--- src/tmb_consts.vh ---
// Purpose: constants for the type-B timer control, configuration and interrupt block
// Assumes: 8-bit register port, byte offsets as printed, one clock of 200 MHz
// Notes: 16-bit registers go through the shared high-byte buffer
`ifndef TMB_CONSTS_VH
`define TMB_CONSTS_VH

// register byte offsets
`define TMB_OFS_CONTROL_PRIMARY   4'h0
`define TMB_OFS_CONTROL_SECONDARY 4'h1
`define TMB_OFS_EVENT_CONTROL     4'h4
`define TMB_OFS_INT_ENABLE        4'h5
`define TMB_OFS_INT_FLAG          4'h6
`define TMB_OFS_RUN_STATE         4'h7
`define TMB_OFS_DEBUG_BEHAVIOUR   4'h8
`define TMB_OFS_HIGH_BUFFER       4'h9
`define TMB_OFS_COUNTER_LO        4'ha
`define TMB_OFS_COUNTER_HI        4'hb
`define TMB_OFS_COMPARE_LO        4'hc
`define TMB_OFS_COMPARE_HI        4'hd

// writable bit masks, everything else reads zero
`define TMB_MASK_CONTROL_PRIMARY   8'h57
`define TMB_MASK_CONTROL_SECONDARY 8'h77
`define TMB_MASK_EVENT_CONTROL     8'h51
`define TMB_MASK_SINGLE_BIT        8'h01

// field positions
`define TMB_BIT_ENABLE         0
`define TMB_BIT_CLOCK_SOURCE_SELECT_LO      1
`define TMB_BIT_SYNC_RESTART   4
`define TMB_BIT_RUN_STANDBY    6
`define TMB_BIT_OUTPUT_ENABLE  4
`define TMB_BIT_PIN_INITIAL    5
`define TMB_BIT_OUTPUT_START_A 6
`define TMB_BIT_EVENT_INPUT_EN 0
`define TMB_BIT_EVENT_EDGE     4
`define TMB_BIT_FILTER         6

// clock select codes
`define TMB_CLK_PERIPHERAL 2'h0
`define TMB_CLK_HALF       2'h1
`define TMB_CLK_COMPANION  2'h2
`define TMB_CLK_RESERVED   2'h3

// timer modes
`define TMB_MODE_PERIODIC  3'h0
`define TMB_MODE_TIMEOUT   3'h1
`define TMB_MODE_CAPTURE   3'h2
`define TMB_MODE_FREQ      3'h3
`define TMB_MODE_PULSE     3'h4
`define TMB_MODE_FREQ_PW   3'h5
`define TMB_MODE_SINGLE    3'h6
`define TMB_MODE_PWM8      3'h7

// reset values and filter length
`define TMB_RESET_BYTE   8'h00
`define TMB_RESET_WORD   16'h0000
`define TMB_FILTER_TAPS  4

`endif

--- src/tmb_timer.v ---
// Purpose: control, configuration and interrupt layer of a 16-bit type-B timer
// Assumes: registers on a plain strobe port, read data one cycle after the strobe
// Notes: companion timer supplies a count tick and a restart pulse on this clock
//
// The strobed register port was left to the implementer.
`timescale 1ns/1ps
`include "tmb_consts.vh"

module tmb_timer (
  // clock, reset, freeze
  input  wire       mclk_in,
  input  wire       reset_in,
  input  wire       clk_en_in,
  // register port
  input  wire [3:0] reg_addr_in,
  input  wire [7:0] reg_wdata_in,
  input  wire       reg_wr_in,
  input  wire       reg_rd_in,
  output reg  [7:0] reg_rdata_out,
  // event system channel, asynchronous to this clock
  input  wire       event_in,
  // companion timer, same clock
  input  wire       companion_tick_in,
  input  wire       companion_restart_in,
  // system state
  input  wire       sleep_powerdown_in,
  input  wire       sleep_standby_in,
  input  wire       debug_break_in,
  // outputs
  output wire       irq_out,
  output wire       wave_out,
  output wire       run_out
);

  // register storage
  reg  [7:0]  control_primary_reg;
  reg  [7:0]  control_secondary_reg;
  reg  [7:0]  event_input_control_reg;
  reg  [7:0]  interrupt_enable_reg;
  reg         interrupt_flag_reg;
  reg  [7:0]  debug_behaviour_reg;
  reg  [7:0]  high_buffer_reg;
  reg  [7:0]  high_buffer_next;
  reg  [15:0] counter_value_reg;
  reg  [15:0] counter_value_next;
  reg  [15:0] compare_capture_reg;
  reg  [15:0] compare_capture_next;
  reg  [7:0]  rdata_next;

  // timing state
  reg         half_div_reg;
  reg         run_reg;
  reg         run_next;
  reg  [1:0]  phase_reg;
  reg  [1:0]  phase_next;
  reg         wave_reg;
  reg         wave_next;
  reg         flag_set;

  // event path
  reg         ev_meta_reg;
  reg         ev_sync_reg;
  reg  [3:0]  ev_taps_reg;
  reg         ev_level_reg;
  reg         ev_prev_reg;

  // field views
  wire        enable_bit     = control_primary_reg[`TMB_BIT_ENABLE];
  wire [1:0]  clock_source_select = control_primary_reg[`TMB_BIT_CLOCK_SOURCE_SELECT_LO+1:`TMB_BIT_CLOCK_SOURCE_SELECT_LO];
  wire        sync_restart   = control_primary_reg[`TMB_BIT_SYNC_RESTART];
  wire        run_in_standby = control_primary_reg[`TMB_BIT_RUN_STANDBY];
  wire [2:0]  timer_mode     = control_secondary_reg[2:0];
  wire        output_enable  = control_secondary_reg[`TMB_BIT_OUTPUT_ENABLE];
  wire        pin_initial_level = control_secondary_reg[`TMB_BIT_PIN_INITIAL];
  wire        output_start_a = control_secondary_reg[`TMB_BIT_OUTPUT_START_A];
  wire        event_input_enable = event_input_control_reg[`TMB_BIT_EVENT_INPUT_EN];
  wire        edge_sel       = event_input_control_reg[`TMB_BIT_EVENT_EDGE];
  wire        filter_on      = event_input_control_reg[`TMB_BIT_FILTER];
  wire        debug_run      = debug_behaviour_reg[0];

  // capture modes clear the flag when the capture high byte is read
  function is_capture_mode;
    input [2:0] mode;
    begin
      is_capture_mode = (mode >= `TMB_MODE_CAPTURE) && (mode <= `TMB_MODE_FREQ_PW);
    end
  endfunction

  // modes whose counter runs without waiting for an event
  function is_free_running;
    input [2:0] mode;
    begin
      is_free_running = (mode != `TMB_MODE_TIMEOUT) && (mode != `TMB_MODE_FREQ_PW) &&
                        (mode != `TMB_MODE_SINGLE);
    end
  endfunction

  // operating conditions
  wire halt_standby = sleep_standby_in && !run_in_standby &&
                      (clock_source_select != `TMB_CLK_COMPANION);
  wire halt_debug   = debug_break_in && !debug_run;
  wire operate      = enable_bit && !sleep_powerdown_in && !halt_standby &&
                      !halt_debug;

  // count tick from the selected source; reserved code never ticks
  reg tick;
  always @* begin
    case (clock_source_select)
      `TMB_CLK_PERIPHERAL: tick = 1'b1;
      `TMB_CLK_HALF:       tick = half_div_reg;
      `TMB_CLK_COMPANION:  tick = companion_tick_in;
      default:             tick = 1'b0;
    endcase
  end

  // event edges, gated by enable so a disabled input does nothing
  wire ev_rise  = ev_level_reg && !ev_prev_reg;
  wire ev_fall  = !ev_level_reg && ev_prev_reg;
  wire ev_go    = operate && event_input_enable;
  wire ev_start = ev_go && (edge_sel ? ev_fall : ev_rise);
  wire ev_other = ev_go && (edge_sel ? ev_rise : ev_fall);
  wire ev_any   = ev_go && (ev_rise || ev_fall);

  // bus decode
  wire wr_ctl_a   = reg_wr_in && (reg_addr_in == `TMB_OFS_CONTROL_PRIMARY);
  wire wr_ctl_b   = reg_wr_in && (reg_addr_in == `TMB_OFS_CONTROL_SECONDARY);
  wire wr_event   = reg_wr_in && (reg_addr_in == `TMB_OFS_EVENT_CONTROL);
  wire wr_ie      = reg_wr_in && (reg_addr_in == `TMB_OFS_INT_ENABLE);
  wire wr_flag    = reg_wr_in && (reg_addr_in == `TMB_OFS_INT_FLAG);
  wire wr_dbg     = reg_wr_in && (reg_addr_in == `TMB_OFS_DEBUG_BEHAVIOUR);
  wire wr_buf     = reg_wr_in && (reg_addr_in == `TMB_OFS_HIGH_BUFFER);
  wire wr_cnt_lo  = reg_wr_in && (reg_addr_in == `TMB_OFS_COUNTER_LO);
  wire wr_cnt_hi  = reg_wr_in && (reg_addr_in == `TMB_OFS_COUNTER_HI);
  wire wr_cmp_lo  = reg_wr_in && (reg_addr_in == `TMB_OFS_COMPARE_LO);
  wire wr_cmp_hi  = reg_wr_in && (reg_addr_in == `TMB_OFS_COMPARE_HI);
  wire rd_cnt_lo  = reg_rd_in && (reg_addr_in == `TMB_OFS_COUNTER_LO);
  wire rd_cmp_lo  = reg_rd_in && (reg_addr_in == `TMB_OFS_COMPARE_LO);
  wire rd_cmp_hi  = reg_rd_in && (reg_addr_in == `TMB_OFS_COMPARE_HI);

  // flag clears by a one-write or by reading the capture in a capture mode
  wire flag_clear = (wr_flag && reg_wdata_in[0]) ||
                    (rd_cmp_hi && is_capture_mode(timer_mode));

  wire run_state = operate && (is_free_running(timer_mode) || run_reg);
  wire at_top    = (counter_value_reg == compare_capture_reg);
  wire [15:0] count_up = counter_value_reg + 16'h0001;
  wire [7:0]  pwm_lo_up = counter_value_reg[7:0] + 8'h01;

  // mode engine: counter, capture, run and output level
  always @* begin
    counter_value_next   = counter_value_reg;
    compare_capture_next = compare_capture_reg;
    run_next             = run_reg;
    phase_next           = phase_reg;
    wave_next            = wave_reg;
    flag_set             = 1'b0;
    if (operate) begin
      case (timer_mode)
        `TMB_MODE_PERIODIC: begin
          if (tick) begin
            if (at_top) begin
              counter_value_next = `TMB_RESET_WORD;
              flag_set = 1'b1;
            end else begin
              counter_value_next = count_up;
            end
          end
        end
        `TMB_MODE_TIMEOUT: begin
          if (ev_start) begin
            run_next = 1'b1;
            counter_value_next = `TMB_RESET_WORD;
          end else if (ev_other) begin
            run_next = 1'b0;
          end else if (run_reg && tick) begin
            if (at_top) begin
              counter_value_next = `TMB_RESET_WORD;
              flag_set = 1'b1;
            end else begin
              counter_value_next = count_up;
            end
          end
        end
        `TMB_MODE_CAPTURE, `TMB_MODE_FREQ: begin
          if (ev_start) begin
            compare_capture_next = counter_value_reg;
            flag_set = 1'b1;
            if (timer_mode == `TMB_MODE_FREQ) begin
              counter_value_next = `TMB_RESET_WORD;
            end else if (tick) begin
              counter_value_next = count_up;
            end
          end else if (tick) begin
            counter_value_next = count_up;
          end
        end
        `TMB_MODE_PULSE: begin
          if (ev_start) begin
            counter_value_next = `TMB_RESET_WORD;
          end else if (ev_other) begin
            compare_capture_next = counter_value_reg;
            flag_set = 1'b1;
          end else if (tick) begin
            counter_value_next = count_up;
          end
        end
        `TMB_MODE_FREQ_PW: begin
          // phase 0 waits, 1 counts to capture, 2 counts to stop, 3 waits for clear
          case (phase_reg)
            2'd0: begin
              if (ev_start) begin
                counter_value_next = `TMB_RESET_WORD;
                run_next = 1'b1;
                phase_next = 2'd1;
              end
            end
            2'd1: begin
              if (ev_other) begin
                compare_capture_next = counter_value_reg;
                phase_next = 2'd2;
              end else if (tick) begin
                counter_value_next = count_up;
              end
            end
            2'd2: begin
              if (ev_start) begin
                run_next = 1'b0;
                flag_set = 1'b1;
                phase_next = 2'd3;
              end else if (tick) begin
                counter_value_next = count_up;
              end
            end
            default: begin
              if (!interrupt_flag_reg) begin
                phase_next = 2'd0;
              end
            end
          endcase
        end
        `TMB_MODE_SINGLE: begin
          if (!run_reg) begin
            wave_next = 1'b0;
            // events while the output is low after a stop are only taken when idle
            if ((edge_sel ? ev_any : ev_rise && ev_go)) begin
              run_next = 1'b1;
              counter_value_next = `TMB_RESET_WORD;
              wave_next = output_start_a;
            end
          end else begin
            wave_next = 1'b1;
            if (tick) begin
              if (at_top) begin
                run_next = 1'b0;
                wave_next = 1'b0;
                flag_set = 1'b1;
              end else begin
                counter_value_next = count_up;
              end
            end
          end
        end
        `TMB_MODE_PWM8: begin
          if (tick) begin
            if (counter_value_reg[7:0] == compare_capture_reg[7:0]) begin
              counter_value_next = `TMB_RESET_WORD;
            end else begin
              counter_value_next = {8'h00, pwm_lo_up};
            end
            if (counter_value_reg[7:0] == compare_capture_reg[15:8]) begin
              flag_set = 1'b1;
            end
          end
          wave_next = (compare_capture_reg[7:0] != 8'h00) &&
                      (counter_value_reg[7:0] < compare_capture_reg[15:8]);
        end
        default: begin
          counter_value_next = counter_value_reg;
        end
      endcase
      if (sync_restart && companion_restart_in) begin
        counter_value_next = `TMB_RESET_WORD;
      end
    end else if (!enable_bit) begin
      run_next = 1'b0;
      phase_next = 2'd0;
      wave_next = 1'b0;
    end
    // software writes through the high-byte buffer override the engine
    if (wr_cnt_hi) begin
      counter_value_next = {reg_wdata_in, high_buffer_reg};
    end
    if (wr_cmp_hi) begin
      compare_capture_next = {reg_wdata_in, high_buffer_reg};
    end
  end

  // output: initial level outside single-shot and 8-bit PWM modes, forced zero without output enable
  wire mode_level = (timer_mode == `TMB_MODE_SINGLE) ? wave_reg :
                    (timer_mode == `TMB_MODE_PWM8) ? wave_reg :
                    pin_initial_level;
  assign wave_out = output_enable ? mode_level : 1'b0;
  assign irq_out  = interrupt_enable_reg[0] && interrupt_flag_reg;
  assign run_out  = run_state;

  // high-byte buffer: low read latches the high half, low write parks data
  always @* begin
    high_buffer_next = high_buffer_reg;
    if (wr_buf || wr_cnt_lo || wr_cmp_lo) begin
      high_buffer_next = reg_wdata_in;
    end else if (rd_cnt_lo) begin
      high_buffer_next = counter_value_reg[15:8];
    end else if (rd_cmp_lo) begin
      high_buffer_next = compare_capture_reg[15:8];
    end
  end

  // read mux; unmapped offsets and reserved bits answer zero
  always @* begin
    rdata_next = `TMB_RESET_BYTE;
    if (reg_rd_in) begin
      case (reg_addr_in)
        `TMB_OFS_CONTROL_PRIMARY:   rdata_next = control_primary_reg;
        `TMB_OFS_CONTROL_SECONDARY: rdata_next = control_secondary_reg;
        `TMB_OFS_EVENT_CONTROL:     rdata_next = event_input_control_reg;
        `TMB_OFS_INT_ENABLE:        rdata_next = interrupt_enable_reg;
        `TMB_OFS_INT_FLAG:          rdata_next = {7'h00, interrupt_flag_reg};
        `TMB_OFS_RUN_STATE:         rdata_next = {7'h00, run_state};
        `TMB_OFS_DEBUG_BEHAVIOUR:   rdata_next = debug_behaviour_reg;
        `TMB_OFS_HIGH_BUFFER:       rdata_next = high_buffer_reg;
        `TMB_OFS_COUNTER_LO:        rdata_next = counter_value_reg[7:0];
        `TMB_OFS_COUNTER_HI:        rdata_next = high_buffer_reg;
        `TMB_OFS_COMPARE_LO:        rdata_next = compare_capture_reg[7:0];
        `TMB_OFS_COMPARE_HI:        rdata_next = high_buffer_reg;
        default:                    rdata_next = `TMB_RESET_BYTE;
      endcase
    end
  end

  // event synchroniser and noise canceller; filter adds four cycles of delay
  always @(posedge mclk_in or posedge reset_in) begin
    if (reset_in) begin
      ev_meta_reg  <= 1'b0;
      ev_sync_reg  <= 1'b0;
      ev_taps_reg  <= 4'h0;
      ev_level_reg <= 1'b0;
      ev_prev_reg  <= 1'b0;
    end else if (clk_en_in) begin
      ev_meta_reg <= event_in;
      ev_sync_reg <= ev_meta_reg;
      ev_taps_reg <= {ev_taps_reg[2:0], ev_sync_reg};
      ev_prev_reg <= ev_level_reg;
      if (!filter_on) begin
        ev_level_reg <= ev_sync_reg;
      end else if (ev_taps_reg == 4'hf) begin
        ev_level_reg <= 1'b1;
      end else if (ev_taps_reg == 4'h0) begin
        ev_level_reg <= 1'b0;
      end
    end
  end

  // register file and timer state
  always @(posedge mclk_in or posedge reset_in) begin
    if (reset_in) begin
      control_primary_reg     <= `TMB_RESET_BYTE;
      control_secondary_reg   <= `TMB_RESET_BYTE;
      event_input_control_reg <= `TMB_RESET_BYTE;
      interrupt_enable_reg    <= `TMB_RESET_BYTE;
      interrupt_flag_reg      <= 1'b0;
      debug_behaviour_reg     <= `TMB_RESET_BYTE;
      high_buffer_reg         <= `TMB_RESET_BYTE;
      counter_value_reg       <= `TMB_RESET_WORD;
      compare_capture_reg     <= `TMB_RESET_WORD;
      reg_rdata_out           <= `TMB_RESET_BYTE;
      half_div_reg            <= 1'b0;
      run_reg                 <= 1'b0;
      phase_reg               <= 2'd0;
      wave_reg                <= 1'b0;
    end else if (clk_en_in) begin
      if (wr_ctl_a) begin
        control_primary_reg <= reg_wdata_in & `TMB_MASK_CONTROL_PRIMARY;
      end
      if (wr_ctl_b) begin
        control_secondary_reg <= reg_wdata_in & `TMB_MASK_CONTROL_SECONDARY;
      end
      if (wr_event) begin
        event_input_control_reg <= reg_wdata_in & `TMB_MASK_EVENT_CONTROL;
      end
      if (wr_ie) begin
        interrupt_enable_reg <= reg_wdata_in & `TMB_MASK_SINGLE_BIT;
      end
      if (wr_dbg) begin
        debug_behaviour_reg <= reg_wdata_in & `TMB_MASK_SINGLE_BIT;
      end
      // a new event in the clearing cycle wins over the clear
      interrupt_flag_reg  <= flag_set || (interrupt_flag_reg && !flag_clear);
      high_buffer_reg     <= high_buffer_next;
      counter_value_reg   <= counter_value_next;
      compare_capture_reg <= compare_capture_next;
      reg_rdata_out       <= rdata_next;
      half_div_reg        <= operate ? !half_div_reg : 1'b0;
      run_reg             <= run_next;
      phase_reg           <= phase_next;
      wave_reg            <= wave_next;
    end
  end

endmodule // tmb_timer

--- config.mk ---
export PLATFORM = sky130hd
export DESIGN_NAME = tmb_timer
export DESIGN_NICKNAME = d
export VERILOG_FILES = /design/src/tmb_timer.v
export VERILOG_INCLUDE_DIRS = /design/src /design/src/src
export SDC_FILE = /design/constraint.sdc
export NUM_CORES = 1
export LEC_CHECK = 0
export ABC_AREA = 1
export CAP_MARGIN = 10
export CORE_ASPECT_RATIO = 1.1
export CORE_MARGIN = 3
export CORE_UTILIZATION = 60
export CTS_CLUSTER_DIAMETER = 40
export DETAILED_ROUTE_END_ITERATION = 10
export DONT_BUFFER_PORTS = 1
export PLACE_DENSITY = 0.85
export SLEW_MARGIN = 25
export SYNTH_ARGS = -nofsm -noshare
export SYNTH_HDL_FRONTEND = slang
export SYNTH_SLANG_ARGS = --single-unit
--- constraint.sdc ---
create_clock -name mclk_in -period 4.29 [get_ports mclk_in]
set_clock_uncertainty 0.1 [all_clocks]
set_input_delay 0.858 -clock mclk_in [delete_from_list [all_inputs] [get_ports mclk_in]]
set_output_delay 0.858 -clock mclk_in [all_outputs]
set_load 0.02 [all_outputs]
==> flow_summary_export.csv <==
group,metric,value,unit
detailed_routing,ant_nets,0,
power,power.total,0.00389,W
final_layout,syn_to_final_growth,4.48,%
detailed_routing,top_layer,"met4",
global_routing,grt_pass1_vias,6544,
worst_hold_path,min_path_type,"flip-flop to flip-flop",
logic_synthesis,ys_top_cells_by_count,"nand2_1, inv_1, nor2_1",
placed_design,place_congestion,1.01,
logic_synthesis,synth_edf_count,0,
timing,slew_violations,0,
global_routing,grt_antenna_before_repair,0,
power,peakVddDrop,0.316,mV
critical_path,ff2ff_path_depth,15,
detailed_routing,dr.pass1.iters,8,
logic_synthesis,async_reset_ff_frac,1.00,
logic_synthesis,yosys.area.top_type,"dfrtp_1",
detailed_routing,wl_met2,9.39,mm
placed_design,placed_cell_area,6700,sq um
logic_synthesis,synthTopCellsByArea,"dfrtp_1, nand2_1, inv_1, o21ai_0, nor2_1",
critical_path,critPathMaxFanout,8,
logic_synthesis,syn-cell-area,6710,sq um
clock_tree,cts.sink_count,78,
final_layout,fillers,1026,
die,io_pins,34,
critical_path,slowest_delay,0.52,ns
die,placementRows,39,
critical_path,arrival,2.16,ns
clock_tree,insertion_delay,0.34,ns
clock_tree,htree_levels,3,
final_layout,diodes,0,
detailed_routing,drtIter0Drc,942,
power,powerDensity,555,nW/um^2
power,p_sw,0.00192,W
placed_design,hpwl,15.5,mm
critical_path,end_kind,"primary output",
detailed_routing,drt-met1-wl,8.37,mm
timing,finalSetupTns,0,ns
clock_tree,clockBufferDepth,2,
logic_synthesis,syn_avg_cell_area,5.97,sq um
critical_path,cp_num_cells,7,
detailed_routing,via_per_inst,5.96,
clock_tree,cts_made_buffers,9,
die,core_area,10600,sq um
detailed_routing,wl_met3,2.65,mm
final_layout,final_area,7010,sq um
timing,period_needed,3.12,ns
worst_hold_path,min_path_cells,2,
final_layout,drive_above_1_share,0.0481,
timing,rsz0062_at_grt,"false",
critical_path,critPathKind,"flip-flop to primary output",
clock_tree,post_cts_resized,0,
global_routing,grt_usage,0.345,
timing,worst_slew_pin_slew,1.04,ns
clock_tree,post-cts-setup-buffers,0,
critical_path,timing.critical_path.buf_inv,2,
detailed_routing,post_drt_wl_per_cell,17.0,um
logic_synthesis,synth-seq-cells,78,
die,die_h,117,um
run,maxCapViolations,0,
power,p_sw_frac,0.493,
critical_path,crit_family,"simple AND/OR/NAND/NOR gates",
logic_synthesis,ys_types,49,
logic_synthesis,ys_warn_count,0,
timing,setup_viol,0,
critical_path,worst_ep_required_time,3.33,ns
critical_path,crit_slowest_cell,"a21oi_1",
power,p_clk_frac,0.199,
final_layout,num-nets-final,1133,
status,status,"finished clean",
timing,final-hold-violation-count,0,
logic_synthesis,ys_seq_area_frac,0.291,
clock_tree,cts_root_buf,"clkbuf_16",
detailed_routing,routed_wl,21.1,mm
clock_tree,cts_tree,"yes",
global_routing,grt.overflow.total,0,
critical_path,path_cells,"nand2_1 -> nor2_2 -> inv_1 -> nand2_1 -> nor2_1 -> inv_1 -> a21oi_1",
detailed_routing,route.vias.total,7409,
power,comb_power_share,0.477,
timing,max_freq,320,MHz
die,die_w,107,um
power,intPower,0.00197,W
die,dieArea,12500,sq um
global_routing,grt_pass1_wl,33.8,mm
timing,whs,0.387,ns
power,sequentialPowerShare,0.324,
timing,maxSlewHeadroom,0.302,
logic_synthesis,syn-instance-count,1124,
logic_synthesis,synth_top_area_frac,0.291,
die,initial_core_util,0.630,
timing,fin_crit_sh,0.728,
logic_synthesis,synth_most_common_cell,"nand2_1",
detailed_routing,drc,0,
placed_design,io_buffers,0,
logic_synthesis,yosys_most_used_dff,"dfrtp_1",
critical_path,cp-start-kind,"flip-flop",
global_routing,grt_max_degree,52,
clock_tree,postCtsHoldBufs,0,
final_layout,final_util,0.659,
power,p_leak,3.68,nW
logic_synthesis,synth_nets,1161,
clock_tree,clk_pin_slew_worst_paths,0.07,ns
-- final timing paths --
check                                          from                    to  slack (ns)
min                                     ev_sync_reg        ev_taps_reg[0]        0.39
max reg2reg                   counter_value_reg[13]  counter_value_reg[1]        1.30
min reg2reg                             ev_sync_reg        ev_taps_reg[0]        0.39
max                        control_secondary_reg[2]               run_out        1.17
min in group asynchronous                  reset_in      reg_rdata_out[6]        0.46
max in group asynchronous                  reset_in  counter_value_reg[9]        2.75
-- worst register-to-register path, delay by kind of cell, from the launching register on --
kind	cells	cell delay [ns]
simple gates	12	1.83
flops	1	0.56
buf+inv	2	0.32
compound gates	1	0.04
-- area by class of cell --
type                    count  area, sq um  share of cell area
inverters                 140          532              0.0759
flip-flops and latches     78         1950               0.279
clock inverters             7         75.1              0.0107
clock buffers               9          225              0.0321
well taps                 143          179              0.0255
repair buffers              2         15.0             0.00214
multi-input cells         865         4030               0.575
-- cells by family after synthesis --
group,count (synthesis),share of synthesized area
xor gates and xnor gates,6,0.00784
DFF,78,0.291
AOI/OAI and AO/OA,201,0.167
buffers and inverters,181,0.109
adders and majority gates,14,0.0261
and+or+nand+nor,644,0.399
-- cells in the final DEF, fill, tap and decap left out, types with 3 or more instances in the layout --
cell type,Yosys,layout
a21oi_1,60,60
a21oi_2,3,3
clkbuf_16,0,9
clkinv_1,3,3
clkinvlp_4,0,3
dfrtp_1,78,78
ha_1,14,14
inv_1,129,128
inv_2,6,6
nand2_1,409,409
nand2_2,5,5
nand3_1,77,77
nand4_1,15,15
nor2_1,118,118
nor2_2,6,6
o211ai_1,11,11
o21ai_0,94,94
o21ai_1,4,3
o21bai_1,3,3
o22ai_1,10,10
xor2_1,5,5
-- routing by layer --
layer,up-vias,GRT usage
li1,3548,-
met1,3310,0.488
met2,493,0.535
met3,58,0.0576
met4,0,0.132
met5,-,0
-- power by group through the flow --
stage / Combinational (W) / Clock (W) / Sequential (W)
after floorplan: 0.00149 / 0 / 0.00108
after global placement: 0.00175 / 0 / 0.00124
after detailed placement: 0.00178 / 0 / 0.00125
after CTS: 0.00180 / 0.000770 / 0.00124
after global routing: 0.00210 / 0.000804 / 0.00128
final: 0.00186 / 0.000772 / 0.00126
-- stage by stage --
stage | instances | worst slack, ns
detailed placement | 1228 | 1.26
global route | 1244 | 1.09
finish | 1244 | 1.17
CTS | 1244 | 1.23
floorplan | 1124 | 1.34
global placement | 1228 | 1.28
Note: power is estimated with default switching activity, not from simulation.
